--- src/include/cise_pkg.sv ---
package cise_pkg;

    // ==========================================================
    // widths
    // ==========================================================
    localparam int PC_W        = 13;
    localparam int INSTR_W     = 14;
    localparam int FILE_W      = 7;
    localparam int DATA_W      = 8;
    localparam int STACK_DEPTH = 8;
    localparam int SP_W        = 3;

    // ==========================================================
    // instruction fields
    // ==========================================================
    localparam int FILE_LSB    = 0;
    localparam int DEST_POS    = 7;
    localparam int BIT_LSB     = 7;
    localparam int BIT_W       = 3;
    localparam int CALL_K_W    = 11;
    localparam int LATCH_LSB   = 3;
    localparam int LATCH_W     = 2;

    // ==========================================================
    // opcode masks and match values
    // ==========================================================
    localparam logic [13:0] BTS_MASK   = 14'h3C00;
    localparam logic [13:0] BTS_MATCH  = 14'h1C00;
    localparam logic [13:0] CALL_MASK  = 14'h3800;
    localparam logic [13:0] CALL_MATCH = 14'h2000;
    localparam logic [13:0] CLR_MASK   = 14'h3F80;
    localparam logic [13:0] CLR_MATCH  = 14'h0180;
    localparam logic [13:0] MOV_MASK   = 14'h3F00;
    localparam logic [13:0] MOV_MATCH  = 14'h0800;
    localparam logic [13:0] STW_MASK   = 14'h3F80;
    localparam logic [13:0] STW_MATCH  = 14'h0080;
    localparam logic [13:0] OPT_MASK   = 14'h3FFF;
    localparam logic [13:0] OPT_MATCH  = 14'h0062;
    localparam logic [13:0] NOP_MASK   = 14'h3F9F;
    localparam logic [13:0] NOP_MATCH  = 14'h0000;

    // ==========================================================
    // reset values, pc step, interrupt vector and clear value
    // ==========================================================
    localparam logic [12:0] PC_RESET     = 13'h0000;
    localparam logic [12:0] PC_STEP      = 13'h0001;
    localparam logic [12:0] IRQ_VECTOR   = 13'h0004;
    localparam logic [7:0]  W_RESET      = 8'h00;
    localparam logic [7:0]  OPTION_RESET = 8'hFF;
    localparam logic [7:0]  CLEAR_VALUE  = 8'h00;
    localparam logic [13:0] INSTR_RESET  = 14'h0000;

endpackage

--- src/rtl/cise_stack.sv ---
module cise_stack
    import cise_pkg::*;
(
    input  wire logic                  clock_i,
    input  wire logic                  reset_n_i,
    input  wire logic                  push_i,
    input  wire logic [cise_pkg::PC_W-1:0] data_i,
    output logic      [cise_pkg::PC_W-1:0] top_o
);

    // ==========================================================
    // circular return stack, push only from this core slice
    // ==========================================================
    // overflow wraps and overwrites the oldest entry, no error flag
    logic [PC_W-1:0] mem_reg [STACK_DEPTH];
    logic [SP_W-1:0] sp_reg;
    logic [SP_W-1:0] sp_next;
    logic [PC_W-1:0] top_reg;
    logic [PC_W-1:0] top_next;

    // next pointer and visible top
    always_comb
    begin
        sp_next  = sp_reg;
        top_next = top_reg;
        if (push_i)
        begin
            sp_next  = sp_reg + SP_W'(1);
            top_next = data_i;
        end
    end

    // entries are data only, left without reset
    always_ff @(posedge clock_i)
    begin
        if (push_i)
        begin
            mem_reg[sp_next] <= data_i;
        end
    end

    always_ff @(posedge clock_i or negedge reset_n_i)
    begin
        if (!reset_n_i)
        begin
            sp_reg  <= '0;
            top_reg <= PC_RESET;
        end
        else
        begin
            sp_reg  <= sp_next;
            top_reg <= top_next;
        end
    end

    assign top_o = top_reg;

endmodule

--- src/rtl/cise_core.sv ---
// What this block does
// - interrupt entry pushes only return address; w and flags stay untouched
// - bit test skip decodes 01 11bb bfff ffff, skips next if bit set
// - taken skip discards fetched instruction as nop, two cycles, no flags
// - call decodes 10 0kkk kkkk kkkk, 11-bit target, flags unchanged
// - call pushes pc+1, pc gets latch bits 4:3 and k, two cycles
// - clear decodes 00 0001 1fff ffff, writes 00h, sets zero, one cycle
// - move decodes 00 1000 dfff ffff, to w or back, updates zero
// - store working decodes 00 0000 1fff ffff, writes w, no flags
// - option load 0062h copies w into option, one cycle, no flags
module cise_core
    import cise_pkg::*;
(
    input  wire logic                        clock_i,
    input  wire logic                        reset_n_i,
    input  wire logic [cise_pkg::INSTR_W-1:0] instr_i,
    input  wire logic                        irq_enter_i,
    input  wire logic [cise_pkg::DATA_W-1:0] pc_high_latch_i,
    input  wire logic [cise_pkg::DATA_W-1:0] rf_rdata_i,
    output logic      [cise_pkg::PC_W-1:0]   pc_o,
    output logic      [cise_pkg::FILE_W-1:0] rf_raddr_o,
    output logic      [cise_pkg::FILE_W-1:0] rf_waddr_o,
    output logic      [cise_pkg::DATA_W-1:0] rf_wdata_o,
    output logic                             rf_we_o,
    output logic      [cise_pkg::DATA_W-1:0] w_o,
    output logic                             zero_o,
    output logic                             zero_we_o,
    output logic      [cise_pkg::DATA_W-1:0] option_o,
    output logic      [cise_pkg::PC_W-1:0]   stack_top_o,
    output logic                             unsupported_o
);

    // ==========================================================
    // state
    // ==========================================================
    logic [PC_W-1:0]    pc_reg, pc_next;
    logic [INSTR_W-1:0] ir_reg, ir_next;
    logic               ex_valid_reg, ex_valid_next;
    logic               discard_reg, discard_next;
    logic               irq_pend_reg, irq_pend_next;
    logic [DATA_W-1:0]  w_reg, w_next;
    logic               zero_reg, zero_next;
    logic               zero_we_reg, zero_we_next;
    logic [DATA_W-1:0]  option_reg, option_next;
    logic               we_reg, we_next;
    logic [FILE_W-1:0]  waddr_reg, waddr_next;
    logic [DATA_W-1:0]  wdata_reg, wdata_next;
    logic               unsup_reg, unsup_next;

    // ==========================================================
    // decode of the executing instruction
    // ==========================================================
    logic              exec;
    logic              is_bts, is_call, is_clr, is_mov, is_stw;
    logic              is_opt, is_nop;
    logic [FILE_W-1:0] f_addr;
    logic [BIT_W-1:0]  bit_sel;
    logic [DATA_W-1:0] f_data;
    logic              skip_taken;
    logic              take_irq;
    logic              push;
    logic [PC_W-1:0]   push_data;

    // a discarded slot still occupies a cycle but executes as nop
    assign exec    = ex_valid_reg && !discard_reg;
    assign is_bts  = exec && ((ir_reg & BTS_MASK) == BTS_MATCH);
    assign is_call = exec && ((ir_reg & CALL_MASK) == CALL_MATCH);
    assign is_clr  = exec && ((ir_reg & CLR_MASK) == CLR_MATCH);
    assign is_mov  = exec && ((ir_reg & MOV_MASK) == MOV_MATCH);
    assign is_stw  = exec && ((ir_reg & STW_MASK) == STW_MATCH);
    assign is_opt  = exec && ((ir_reg & OPT_MASK) == OPT_MATCH);
    assign is_nop  = exec && ((ir_reg & NOP_MASK) == NOP_MATCH);
    assign f_addr  = ir_reg[FILE_LSB +: FILE_W];
    assign bit_sel = ir_reg[BIT_LSB +: BIT_W];

    // forward the pending write so back-to-back access sees fresh data
    assign f_data = (we_reg && waddr_reg == f_addr) ? wdata_reg : rf_rdata_i;
    assign skip_taken = is_bts && f_data[bit_sel];

    // entry waits while a branch already owns the next fetch slot
    assign take_irq = irq_pend_reg && ex_valid_reg && !discard_reg
                      && !is_call && !skip_taken;
    assign push      = is_call || take_irq;
    // the fetch address is the return address in both cases
    assign push_data = pc_reg;

    // ==========================================================
    // next state
    // ==========================================================
    always_comb
    begin
        pc_next       = pc_reg + PC_STEP;
        ir_next       = instr_i;
        ex_valid_next = 1'b1;
        discard_next  = 1'b0;
        irq_pend_next = (irq_pend_reg && !take_irq) || irq_enter_i;
        w_next        = w_reg;
        zero_next     = zero_reg;
        zero_we_next  = 1'b0;
        option_next   = option_reg;
        we_next       = 1'b0;
        waddr_next    = f_addr;
        wdata_next    = wdata_reg;
        unsup_next    = 1'b0;
        if (is_call)
        begin
            // upper pc bits come from the high latch
            pc_next = {pc_high_latch_i[LATCH_LSB +: LATCH_W],
                       ir_reg[CALL_K_W-1:0]};
            discard_next = 1'b1;
        end
        else if (skip_taken)
        begin
            discard_next = 1'b1;
        end
        if (take_irq)
        begin
            // only the pc is saved; w and zero are left alone
            pc_next      = IRQ_VECTOR;
            discard_next = 1'b1;
        end
        if (is_clr)
        begin
            we_next      = 1'b1;
            wdata_next   = CLEAR_VALUE;
            zero_next    = 1'b1;
            zero_we_next = 1'b1;
        end
        if (is_mov)
        begin
            zero_next    = (f_data == CLEAR_VALUE);
            zero_we_next = 1'b1;
            if (ir_reg[DEST_POS])
            begin
                we_next    = 1'b1;
                wdata_next = f_data;
            end
            else
            begin
                w_next = f_data;
            end
        end
        if (is_stw)
        begin
            we_next    = 1'b1;
            wdata_next = w_reg;
        end
        if (is_opt)
        begin
            option_next = w_reg;
        end
        unsup_next = exec && !(is_bts || is_call || is_clr || is_mov
                     || is_stw || is_opt || is_nop);
    end

    // ==========================================================
    // registers
    // ==========================================================
    always_ff @(posedge clock_i or negedge reset_n_i)
    begin
        if (!reset_n_i)
        begin
            pc_reg       <= PC_RESET;
            ir_reg       <= INSTR_RESET;
            ex_valid_reg <= 1'b0;
            discard_reg  <= 1'b0;
            irq_pend_reg <= 1'b0;
            w_reg        <= W_RESET;
            zero_reg     <= 1'b0;
            zero_we_reg  <= 1'b0;
            option_reg   <= OPTION_RESET;
            we_reg       <= 1'b0;
            waddr_reg    <= '0;
            wdata_reg    <= CLEAR_VALUE;
            unsup_reg    <= 1'b0;
        end
        else
        begin
            pc_reg       <= pc_next;
            ir_reg       <= ir_next;
            ex_valid_reg <= ex_valid_next;
            discard_reg  <= discard_next;
            irq_pend_reg <= irq_pend_next;
            w_reg        <= w_next;
            zero_reg     <= zero_next;
            zero_we_reg  <= zero_we_next;
            option_reg   <= option_next;
            we_reg       <= we_next;
            waddr_reg    <= waddr_next;
            wdata_reg    <= wdata_next;
            unsup_reg    <= unsup_next;
        end
    end

    // return address stack
    cise_stack u_stack
    (
        .clock_i   (clock_i),
        .reset_n_i (reset_n_i),
        .push_i    (push),
        .data_i    (push_data),
        .top_o     (stack_top_o)
    );

    // outputs straight from flip-flops
    assign pc_o          = pc_reg;
    assign rf_raddr_o    = ir_reg[FILE_LSB +: FILE_W];
    assign rf_waddr_o    = waddr_reg;
    assign rf_wdata_o    = wdata_reg;
    assign rf_we_o       = we_reg;
    assign w_o           = w_reg;
    assign zero_o        = zero_reg;
    assign zero_we_o     = zero_we_reg;
    assign option_o      = option_reg;
    assign unsupported_o = unsup_reg;
endmodule

--- config.mk ---
export PLATFORM = sky130hd
export DESIGN_NAME = cise_core
export DESIGN_NICKNAME = d
export VERILOG_FILES = /design/src/include/cise_pkg.sv /design/src/rtl/cise_stack.sv /design/src/rtl/cise_core.sv
export SDC_FILE = /design/constraint.sdc
export NUM_CORES = 1
export LEC_CHECK = 0
export BUFFER_PORTS_ARGS = -buffer_cell sky130_fd_sc_hd__buf_2
export CORE_ASPECT_RATIO = 1.75
export CORE_MARGIN = 2
export CORE_UTILIZATION = 54
export CTS_BUF_LIST = sky130_fd_sc_hd__clkbuf_2
export DETAILED_ROUTE_END_ITERATION = 8
export PLACE_DENSITY = 0.83
export SLEW_MARGIN = 10
export SYNTH_ARGS = -nofsm -noshare
export SYNTH_HDL_FRONTEND = slang
export SYNTH_SLANG_ARGS = --single-unit
--- constraint.sdc ---
create_clock -name clock_i -period 2.2 [get_ports clock_i]
set_input_delay 0.11 -clock clock_i [delete_from_list [all_inputs] [get_ports clock_i]]
set_output_delay 0.11 -clock clock_i [all_outputs]
set_load 0.005 [all_outputs]
==> flow_summary.toml, run 1 <==
[worst_setup_path]
crit_fanout = 13
r2r-start = "ir_reg[7]"
r2r_end = "u_stack.top_o[3]"
r2r_slack_ns = 0.09
arrival_ns = 2.54
startpoint_type = "flip-flop"
path_class = "flip-flop to flip-flop"
required_ns = 2.63
worstRegToRegCells = 7
cp-end-kind = "flip-flop"

[power_and_ir_drop]
power_frac_comb_pct = 23.8
switching_power_uw = 966
power.density_mw_per_mm2 = 715
switching_share_pct = 30.4
seqPwrFrac_pct = 57.4
ir_drop_mv = 0.512
power_frac_clock_pct = 18.8
p_leak_uw = 0.00216
power.internal_uw = 2220

[die]
die_x_um = 64.7
core-area_mm2 = 0.00623
start_util_pct = 55.9
die_h_um = 110
core.rowCount = 38
die_area_mm2 = 0.00713
boundaryPins = 101

[layout]
num_antenna_cells = 0
num-fill-cells = 441
drive_above_1_share_pct = 40.6
synthToLayoutAreaGrowth_pct = 27.8
largest_register_ffs = 14
nNetsFinal = 451

[drt]
wl_per_cell_um = 17.3
route.antenna.remaining_nets = 0
drt_iter0_markers = 210
viasPerCell = 5.55
drc = 0
wirelength_mm = 8.65
vias = 2782
drtPass1Iterations = 4

[timing]
setup_slack_ns = 0.0883
min_period_over_period_pct = 96.0
maxSlewHeadroom_pct = 35.8
finalSetupTns_ns = 0
fin_crit_ns = 2.11
finalClockSkew_ns = 0.0209
rsz0062_at_grt = "no"
hold_viol = 0
slew_viol_final = 0
setup_viol = 0
worstMarginPinSlew_ns = 0.963
fmax_mhz = 474

[grt]
grt_pass1_vias = 2836
grt_antenna_before_repair = 0
grtUsageTotal_pct = 25.7
grt_max_degree = 79
grt_overflow_total = 0
grt_pass1_wl_mm = 13.7

[worst_hold_path]
hold_start = "instr_i[10]"
whs_path_depth = 2
hold_end = "ir_reg[10]"
hp-class = "primary input to flip-flop"

[cts]
root_buffer = "clkbuf_2"
clk_latency_ns = 0.52
numCtsBuffers = 9
clk_pin_slew_ns = 0.19
cts_tree = "yes"
cts.sinks = 78
htreeDepth = 3
ctsLongestPathBuffers = 2

[place]
globalplace.congestion = 0.917
portBuffers = 94
hpwlAfterDp_mm = 6.04
dpl_worst_slack_ns = 0.00294

[synthesis]
syn_area_per_cell_um2 = 12.4
synth_edf_count = 0
yosys_most_used_dff = "dfrtp_1"
ys_warn_count = 0
ys_ff_latch = 78
yosysUniqueCellTypes = 44
async_reset_ff_share_pct = 100
synthCells = 281
synth_nets = 315
syn_area_mm2 = 0.00348
ys_seq_area_share_pct = 56.3

[outcome]
status = "complete, no violations"

[flow_run]
cap_viol_max_count = 0
==> cells in the mapped netlist, types with 2 or more instances <==
master,n,share of area (%)
dfstp_2,8,6.0
nand4_1,4,0.72
clkbuf_1,2,0.22
o22ai_1,2,0.36
mux2_4,10,4.3
nor2b_1,3,0.54
a211oi_1,11,2.4
nor3_1,5,0.72
buf_4,7,1.5
nor4_1,4,0.72
a21o_1,9,1.9
a21oi_1,9,1.3
nand3_1,8,1.1
a22o_1,7,1.8
mux2i_1,9,2.6
mux2i_2,2,0.79
buf_6,2,0.65
a31oi_1,2,0.36
and3_1,2,0.36
nor2_1,31,3.3
buf_2,4,0.57
xnor2_1,11,2.8
mux2_2,15,4.9
nand2_1,14,1.5
xor2_1,7,1.8
nor2_2,2,0.36
o21ai_0,4,0.57
dfrtp_1,70,50
nand2b_1,2,0.36
==> layer usage <==
| layer | GRT usage, % | vias up | part of all wire [%] |
|---|---|---|---|
| li1 | - | 1270 | - |
| met1 | 27.1 | 1357 | 35 |
| met2 | 46.9 | 128 | 56 |
| met3 | 5.69 | 27 | 5.1 |
| met4 | 13.7 | 0 | 3.4 |
| met5 | 0 | - | 0 |
==> cell usage in the layout (no fill, tap or decap), drive strengths merged <==
cell           n
a21boi         1
o22ai          2
dfrtp         70
nor2          34
a32oi          1
a21oi          9
nor3           6
o21ai          4
a21o           9
nand2         14
and3           2
clkinv         3
mux4           2
and4           1
a211oi        11
inv            1
buf          115
a31oi          3
nand4b         1
mux2          25
conb           1
nand3b         1
xor2           7
nand4          4
dfstp          8
nand3          8
ha             1
nor4           4
mux2i         11
clkbuf        12
nor4b          1
a22o           7
xnor2         11
nor2b          3
dlygate4sd3   26
nand2b         2
==> final cells by class <==
type	count	area [µm²]	share of cell area [%]
Sequential cell	78	1960	44.1
Multi-Input combinational cell	186	1410	31.6
Inverter	1	3.75	0.0843
Clock buffer	12	60.1	1.35
Clock inverter	3	12.5	0.281
Timing Repair Buffer	141	903	20.3
Tap cell	80	100	2.25
==> power by group through the flow <==
stage	Sequential, µW	Clock, µW	Combinational, µW
floorplan	1840	0	381
global placement	1840	0	695
detailed placement	1850	0	719
CTS	1820	616	759
global route	1860	670	839
finish	1830	599	759
==> how the worst max path moves through the flow <==
stage              start               end  slack (ns)  cells after the start
6_report       ir_reg[7]  u_stack.top_o[3]        0.09                      7
5_1_grt        ir_reg[7]  u_stack.top_o[3]       0.007                      6
4_1_cts        ir_reg[7]  u_stack.top_o[1]        0.07                      6
3_5_place_dp   ir_reg[7]  u_stack.top_o[1]       0.003                      6
3_3_place_gp   ir_reg[7]  u_stack.top_o[1]        0.08                      6
2_1_floorplan  ir_reg[7]  u_stack.top_o[0]        0.23                      7
==> cell families after synthesis <==
logic type | synth area share [%]
buffers and inverters | 3.20
AO/OA/AOI/OAI | 9.74
multiplexers | 13.9
XOR/XNOR | 4.53
adder cells (fa/ha/maj) | 0.359
other | 0.108
flip-flops | 56.3
AND/OR/NAND/NOR | 11.8
==> worst max-delay path, cell delays in order (launching register included) <==
cell and delay [ns]:
dfrtp_2 0.49, buf_4 0.14, mux2_2 0.32, o22ai_1 0.20, mux2i_2 0.14, a31oi_4 0.20
buf_12 0.18, mux2_2 0.34
==> repair_timing <==
item / CTS / global route
hold buffers: 26 / 0
gates resized for setup: 1 / 0
setup endpoints to repair: 3 / 3
hold endpoints to repair: 104 / 0
setup buffers: 0 / 1
==> per-stage QoR <==
| step | hold slack, ns | instances | power, µW | instance area, µm² | utilization (%) |
|---|---|---|---|---|---|
| floorplan | -0.186 | 281 | 2220 | 3480 | - |
| detailed placement | 0.220 | 459 | 2570 | 4110 | 66.0 |
| global route | 0.178 | 501 | 3370 | 4450 | 71.5 |
| global placement | 0.219 | 459 | 2540 | 4110 | 66.0 |
| finish | 0.217 | 501 | 3180 | 4450 | 71.5 |
| CTS | 0.171 | 500 | 3200 | 4440 | 71.4 |
Power figures use the tool's default switching activity.
==> inputs of run 2 (changes only) <==
--- a/config.mk
+++ b/config.mk
@@ -15,4 +15,5 @@
 export SLEW_MARGIN = 10
 export SYNTH_ARGS = -nofsm -noshare
 export SYNTH_HDL_FRONTEND = slang
+export SYNTH_HIERARCHICAL = 1
 export SYNTH_SLANG_ARGS = --single-unit
==> run 2 against run 1 <==
  * The run now ends with setup timing left
  * Routed wire length is 8.6% higher
  * Synthesized area about the same
  * Register-to-register slack worse by 0.23 ns
  * Sequential share of layout area fell by 2.8 points
  * Non-clock buffer count is 20 higher
  * Clock power increased by 7.7%
  * Total power rose by 7.4%
  * Clock skew barely moved
  * First-iteration DRC count grew 6.2%
  * Setup slack worse by 0.23 ns
  * Via count grew 3.1%
  * Critical path type unchanged
  * Critical endpoint is now u_stack/top_o[6]
  * Largest cell class unchanged
==> flow_summary.toml, run 2 <==
[outcome]
status = "finished, violations left"
violations = "setup timing"

[synthesis]
yosys_most_used_dff = "dfrtp_1"
syn_area_mm2 = 0.00348
synthCells = 290
synth_common_cells = "dfrtp_1, nand2_1, nor2_1, mux2_2, mux2i_1"
async_reset_ff_share_pct = 100
ys_ff_latch = 78
yosys-top-cells-area = "dfrtp_1, dfstp_2, mux2_2, mux2_4, mux2i_1"
synth_nets = 324
yosysMostFrequentCell = "dfrtp_1"
ys_seq_area_share_pct = 56.3
synth_edf_count = 0
yosysUniqueCellTypes = 44
synth_top_cell_by_area = "dfrtp_1"
ys_warn_count = 6
syn_area_per_cell_um2 = 12.0
synth_top_area_share_pct = 50.3

[place]
globalplace.congestion = 0.897
hpwlAfterDp_mm = 6.42
place_area_mm2 = 0.00426
portBuffers = 94

[layout]
largest_register_ffs = 14
stdcell_area_mm2 = 0.00475
final_common_cell = "buf_2"
synthToLayoutAreaGrowth_pct = 36.3
final_cell_mix = "buf_2, dfrtp_1, buf_4, dlygate4sd3_1"
regArea_mm2 = 0.00196
multi_input_area_mm2 = 0.00153
num_antenna_cells = 0
num-fill-cells = 405
nNetsFinal = 479
drive_above_1_share_pct = 46.9

[drt]
vias = 2867
wirelength_mm = 9.39
route.antenna.remaining_nets = 0
wl_per_cell_um = 17.7
viasPerCell = 5.41
drt_iter0_markers = 223
drc = 0
drtPass1Iterations = 7

[grt]
grt_overflow_total = 0
grt_max_degree = 79
grt_pass1_wl_mm = 14.7
grt_antenna_before_repair = 0
grt_pass1_vias = 2955
grtUsageTotal_pct = 27.9

[power_and_ir_drop]
power.internal_uw = 2360
p_leak_uw = 0.00236
seqPwrFrac_pct = 54.0
switching_share_pct = 30.9
ir_drop_mv = 0.443
power_frac_comb_pct = 27.1
power_frac_clock_pct = 18.9
p_total_uw = 3420
switching_power_uw = 1050
power.density_mw_per_mm2 = 720

[worst_setup_path]
r2r_slack_ns = -0.15
crit_fanout = 7
path_class = "flip-flop to flip-flop"
required_ns = 2.65
arrival_ns = 2.80
worstRegToRegCells = 9
startpoint_type = "flip-flop"
r2r-start = "rf_waddr_o[1]"
r2r_end = "u_stack/top_o[6]"
cp-end-kind = "flip-flop"

[timing]
fin_crit_ns = 2.35
hold_viol = 0
fmax_mhz = 426
slew_viol_final = 0
maxSlewHeadroom_pct = 35.3
rsz0062_at_grt = "yes"
finalClockSkew_ns = 0.0208
finalSetupTns_ns = -1.70
min_period_over_period_pct = 107
setup_viol = 23
setup_slack_ns = -0.145
worstMarginPinSlew_ns = 0.970

[cts]
numCtsBuffers = 9
root_buffer = "clkbuf_2"
cts.sinks = 78
cts_tree = "yes"
htreeDepth = 3
clk_pin_slew_ns = 0.18
ctsLongestPathBuffers = 2
clk_latency_ns = 0.55

[worst_hold_path]
hold_start = "instr_i[11]"
hold_end = "ir_reg[11]"
hp-class = "primary input to flip-flop"
whs_path_depth = 2

[die]
boundaryPins = 101
core.rowCount = 38
die_h_um = 110
core-area_mm2 = 0.00623
die_x_um = 64.7
start_util_pct = 55.9
die_area_mm2 = 0.00714

[flow_run]
cap_viol_max_count = 0
[run 2: cell count changes after synthesis, moves of 6 or more]
cell	change
a222oi_1	+8
nor2_1	-10
o21ai_0	+6
a22o_1	-7
a21oi_1	-8
inv_1	+8
a21o_1	-9
nand2_1	+8
[run 2: stage by stage]
| stage | std cells | util [%] | hold WS, ns | setup WS [ns] |
|---|---|---|---|---|
| final | 530 | 76.3 | 0.190 | -0.145 |
| after global routing | 530 | 76.3 | 0.141 | -0.237 |
| after CTS | 527 | 74.8 | 0.154 | -0.126 |
| after detailed placement | 482 | 68.5 | 0.219 | -0.197 |
| after global placement | 482 | 68.5 | 0.219 | -0.0935 |
| after floorplan | 290 | - | -0.186 | -0.0748 |
[run 2: kinds of logic (layout without fill, tap and decap cells)]
logic type,count (synthesis),in the layout,synth area share (%)
compound gates,40,40,8.80
xor+xnor,18,18,4.52
fa+ha+maj,1,1,0.359
buf+inv,27,186,4.16
flops,78,78,56.3
mux,37,37,12.6
other cells,1,1,0.108
simple gates,88,89,13.2
[run 2: metal layers]
metal | vias up | global-route usage (%) | wire, µm
met1 | 1385 | 29.9 | 3270
met2 | 118 | 50.9 | 5260
met4 | 0 | 14.6 | 346
met3 | 23 | 5.69 | 514
met5 | - | 0 | 0
li1 | 1341 | - | -
[run 2: how the worst max path moves through the flow]
stage / slack, ns / startpoint / end
floorplan: -0.07 / ir_reg[4] / u_stack/top_o[11]
global placement: -0.09 / ir_reg[1] / u_stack/top_o[0]
detailed placement: -0.20 / ir_reg[1] / u_stack/top_o[0]
CTS: -0.13 / rf_waddr_o[1] / u_stack/top_o[2]
global route: -0.24 / ir_reg[0] / u_stack/top_o[6]
finish: -0.15 / rf_waddr_o[1] / u_stack/top_o[6]
[run 2: power by group through the flow]
stage | registers [µW] | clock network, µW | logic (µW)
finish | 1850 | 645 | 927
global placement | 1850 | 0 | 782
global route | 1880 | 719 | 1010
detailed placement | 1870 | 0 | 811
floorplan | 1860 | 0 | 421
CTS | 1840 | 658 | 875
[run 2: area by class of cell]
type                            instances  share of cell area (%)
Clock buffer                           16                    1.69
Sequential cell                        78                    41.3
Tap cell                               80                    2.11
Multi-Input combinational cell        186                    32.1
Timing Repair Buffer                  161                    22.1
Inverter                                9                   0.711
[run 2: what timing repair did]
item / 4_1_cts / 5_1_grt
hold endpoints to repair: 103 / 0
cloned: 1 / 1
pin swaps: 4 / 4
hold buffers: 26 / 0
buffers inserted: 2 / 2
setup endpoints to repair: 21 / 35
gates resized for setup: 8 / 17
[run 2: worst max-delay path: stages, from the launching register on]
cell and delay, ns:
dfrtp_1 0.44, xnor2_2 0.20, nand2_2 0.11, nor4_4 0.37
buf_4 0.17, mux2i_1 0.17, buf_4 0.14, a31oi_4 0.09
nand2b_4 0.23, mux2_4 0.33
==> inputs of run 3 (changes only) <==
--- a/config.mk
+++ b/config.mk
@@ -6,12 +6,11 @@
 export NUM_CORES = 1
 export LEC_CHECK = 0
 export BUFFER_PORTS_ARGS = -buffer_cell sky130_fd_sc_hd__buf_2
-export CORE_ASPECT_RATIO = 1.75
-export CORE_MARGIN = 2
+export CORE_MARGIN = 8
 export CORE_UTILIZATION = 54
 export CTS_BUF_LIST = sky130_fd_sc_hd__clkbuf_2
 export DETAILED_ROUTE_END_ITERATION = 8
-export PLACE_DENSITY = 0.83
+export PLACE_DENSITY = 0.85
 export SLEW_MARGIN = 10
 export SYNTH_ARGS = -nofsm -noshare
 export SYNTH_HDL_FRONTEND = slang
==> run 3 against run 2 <==
  * Non-clock buffer count is 8 lower
  * Cell count is 2.1% lower
  * Sequential cell count unchanged
  * Critical endpoint is now u_stack/top_o[8]
  * First-iteration DRC count is 9.0% lower
  * The run still ends with setup timing left
==> flow_summary.toml, run 3 (synthesized netlist as in run 2, its figures left out) <==
[place]
hpwlAfterDp_mm = 6.40
dp.cells = 473
globalplace.congestion = 0.866
dpl_worst_slack_ns = -0.198
portBuffers = 94

[layout]
drive_above_1_share_pct = 43.0
num-fill-cells = 422
regArea_mm2 = 0.00196
final_cell_mix = "buf_2, dfrtp_1, buf_4, dlygate4sd3_1, nand2_1"
multi_input_area_mm2 = 0.00145
synthToLayoutAreaGrowth_pct = 33.5
final-instance-count-excl-fill = 519
largest_register_ffs = 14
final_common_cell = "buf_2"
nNetsFinal = 471
num_antenna_cells = 0

[worst_setup_path]
critPathLaunch = "ir_reg[0]"
cp_common_cell = "mux2_4"
path_depth = 7
cp-end-kind = "flip-flop"
startpoint_type = "flip-flop"
r2r_slack_ns = -0.15
r2r_end = "u_stack/top_o[8]"
arrival_ns = 2.80
worstRegToRegCells = 7
path_cells = "xnor2_1 > nand2_1 > nor4_4 > mux2_4 > a31oi_4 > nand2b_4 > mux2_4"
critPathSlowestCell = "dfrtp_1"
critPathMaxStageDelay_ns = 0.43
critPathTopFamily = "simple AND/OR/NAND/NOR gates"
path_buf_inv = 0
critPathCapture = "u_stack/top_o[8]"
required_ns = 2.65
crit_fanout = 7
path_class = "flip-flop to flip-flop"
r2r-start = "ir_reg[0]"

[die]
start_util_pct = 55.2
die_h_um = 96.3
die_area_mm2 = 0.00928
boundaryPins = 101
core-area_mm2 = 0.00631
core.rowCount = 29
die_x_um = 96.3

[timing]
maxSlewHeadroom_pct = 37.3
min_period_over_period_pct = 107
worstMarginPinSlew_ns = 0.940
setup_viol = 21
fmax_mhz = 425
setup_slack_ns = -0.153
hold_viol = 0
finalClockSkew_ns = 0.0451
fin_crit_ns = 2.35
rsz0062_at_grt = "yes"
slew_viol_final = 0

[outcome]
status = "finished, violations left"
violations = "setup timing"

[power_and_ir_drop]
ir_drop_mv = 0.595
power.density_mw_per_mm2 = 758
p_leak_uw = 0.00229

[grt]
grt_pass1_vias = 3060
grt_max_degree = 79
grt_overflow_total = 0
grt_antenna_before_repair = 0
grt_pass1_wl_mm = 14.9
grtUsageTotal_pct = 21.0

[drt]
drc = 0
vias = 2900
drtPass1Iterations = 6
wl_per_cell_um = 18.0
wirelength_mm = 9.34
route.antenna.remaining_nets = 0
drt_iter0_markers = 203
viasPerCell = 5.59

[cts]
clk_latency_ns = 0.57
cts_tree = "yes"
root_buffer = "clkbuf_2"
clk_pin_slew_ns = 0.27
numCtsBuffers = 9
ctsLongestPathBuffers = 2
cts.sinks = 78
htreeDepth = 3

[worst_hold_path]
hp-class = "primary input to async pin"

[flow_run]
cap_viol_max_count = 0
run 3: cell count changes in the layout (fill, tap and decap cells not counted), moves of 3 or more:
cell,previous run,this run
a211oi_2,11,0
buf_4,40,34
inv_6,0,3
a211oi_1,0,11
clkbuf_2,16,9
run 3: final cells by class:
| class | instances | area share (%) |
|---|---|---|
| clock buffer | 9 | 0.968 |
| tap | 77 | 2.07 |
| inverter | 9 | 0.726 |
| sequential | 78 | 42.2 |
| clock inverter | 7 | 1.72 |
| timing repair buffer | 153 | 21.1 |
| multi-input combinational | 186 | 31.2 |
run 3: worst min path at each step:
stage | startpoint | endpoint | slack, ns | depth (start not counted)
after floorplan | reset_n_i | discard_reg | -0.19 | 0
after global placement | instr_i[13] | ir_reg[13] | 0.22 | 1
after detailed placement | instr_i[8] | ir_reg[8] | 0.22 | 1
after CTS | instr_i[10] | ir_reg[10] | 0.17 | 2
after global routing | instr_i[13] | ir_reg[13] | 0.16 | 2
final | reset_n_i | rf_waddr_o[5] | 0.19 | 2
run 3: where the power goes:
| part | switching (µW) | total, µW | internal, µW |
|---|---|---|---|
| Clock | 544 | 819 | 275 |
| Sequential | 198 | 1850 | 1650 |
| Combinational | 373 | 863 | 490 |
run 3: worst register-to-register path, stage by stage, from the launching register on:
cell      delay [ns]
dfrtp_1         0.43
xnor2_1         0.17
nand2_1         0.14
nor4_4          0.41
mux2_4          0.36
a31oi_4         0.18
nand2b_4        0.25
mux2_4          0.32
run 3: metrics by stage:
stage / total power, µW / setup TNS (ns) / area [µm²] / hold WS (ns) / utilization (%)
2_1_floorplan: 2280 / -1.09 / 3550 / -0.186 / -
3_3_place_gp: 2630 / -1.29 / 4220 / 0.218 / 66.8
3_5_place_dp: 2670 / -2.14 / 4220 / 0.219 / 66.8
4_1_cts: 3530 / -1.78 / 4640 / 0.172 / 73.5
5_1_grt: 3720 / -4.01 / 4650 / 0.163 / 73.7
6_report: 3530 / -2.15 / 4650 / 0.189 / 73.7
run 3: routing by layer:
metal	track usage [%]	part of all wire (%)	vias up
met3	3.82	6.8	22
met1	24.6	39	1431
met5	0	0	-
met4	12.1	2.7	0
li1	-	-	1331
met2	35.4	52	116
run 3: repair_timing:
action	CTS	global route
pin swaps	3	2
endpoints found under the setup margin	20	34
endpoints found under the hold margin	103	0
setup buffers	3	0
resized for setup	3	5
hold buffers	26	0
gates cloned	1	0
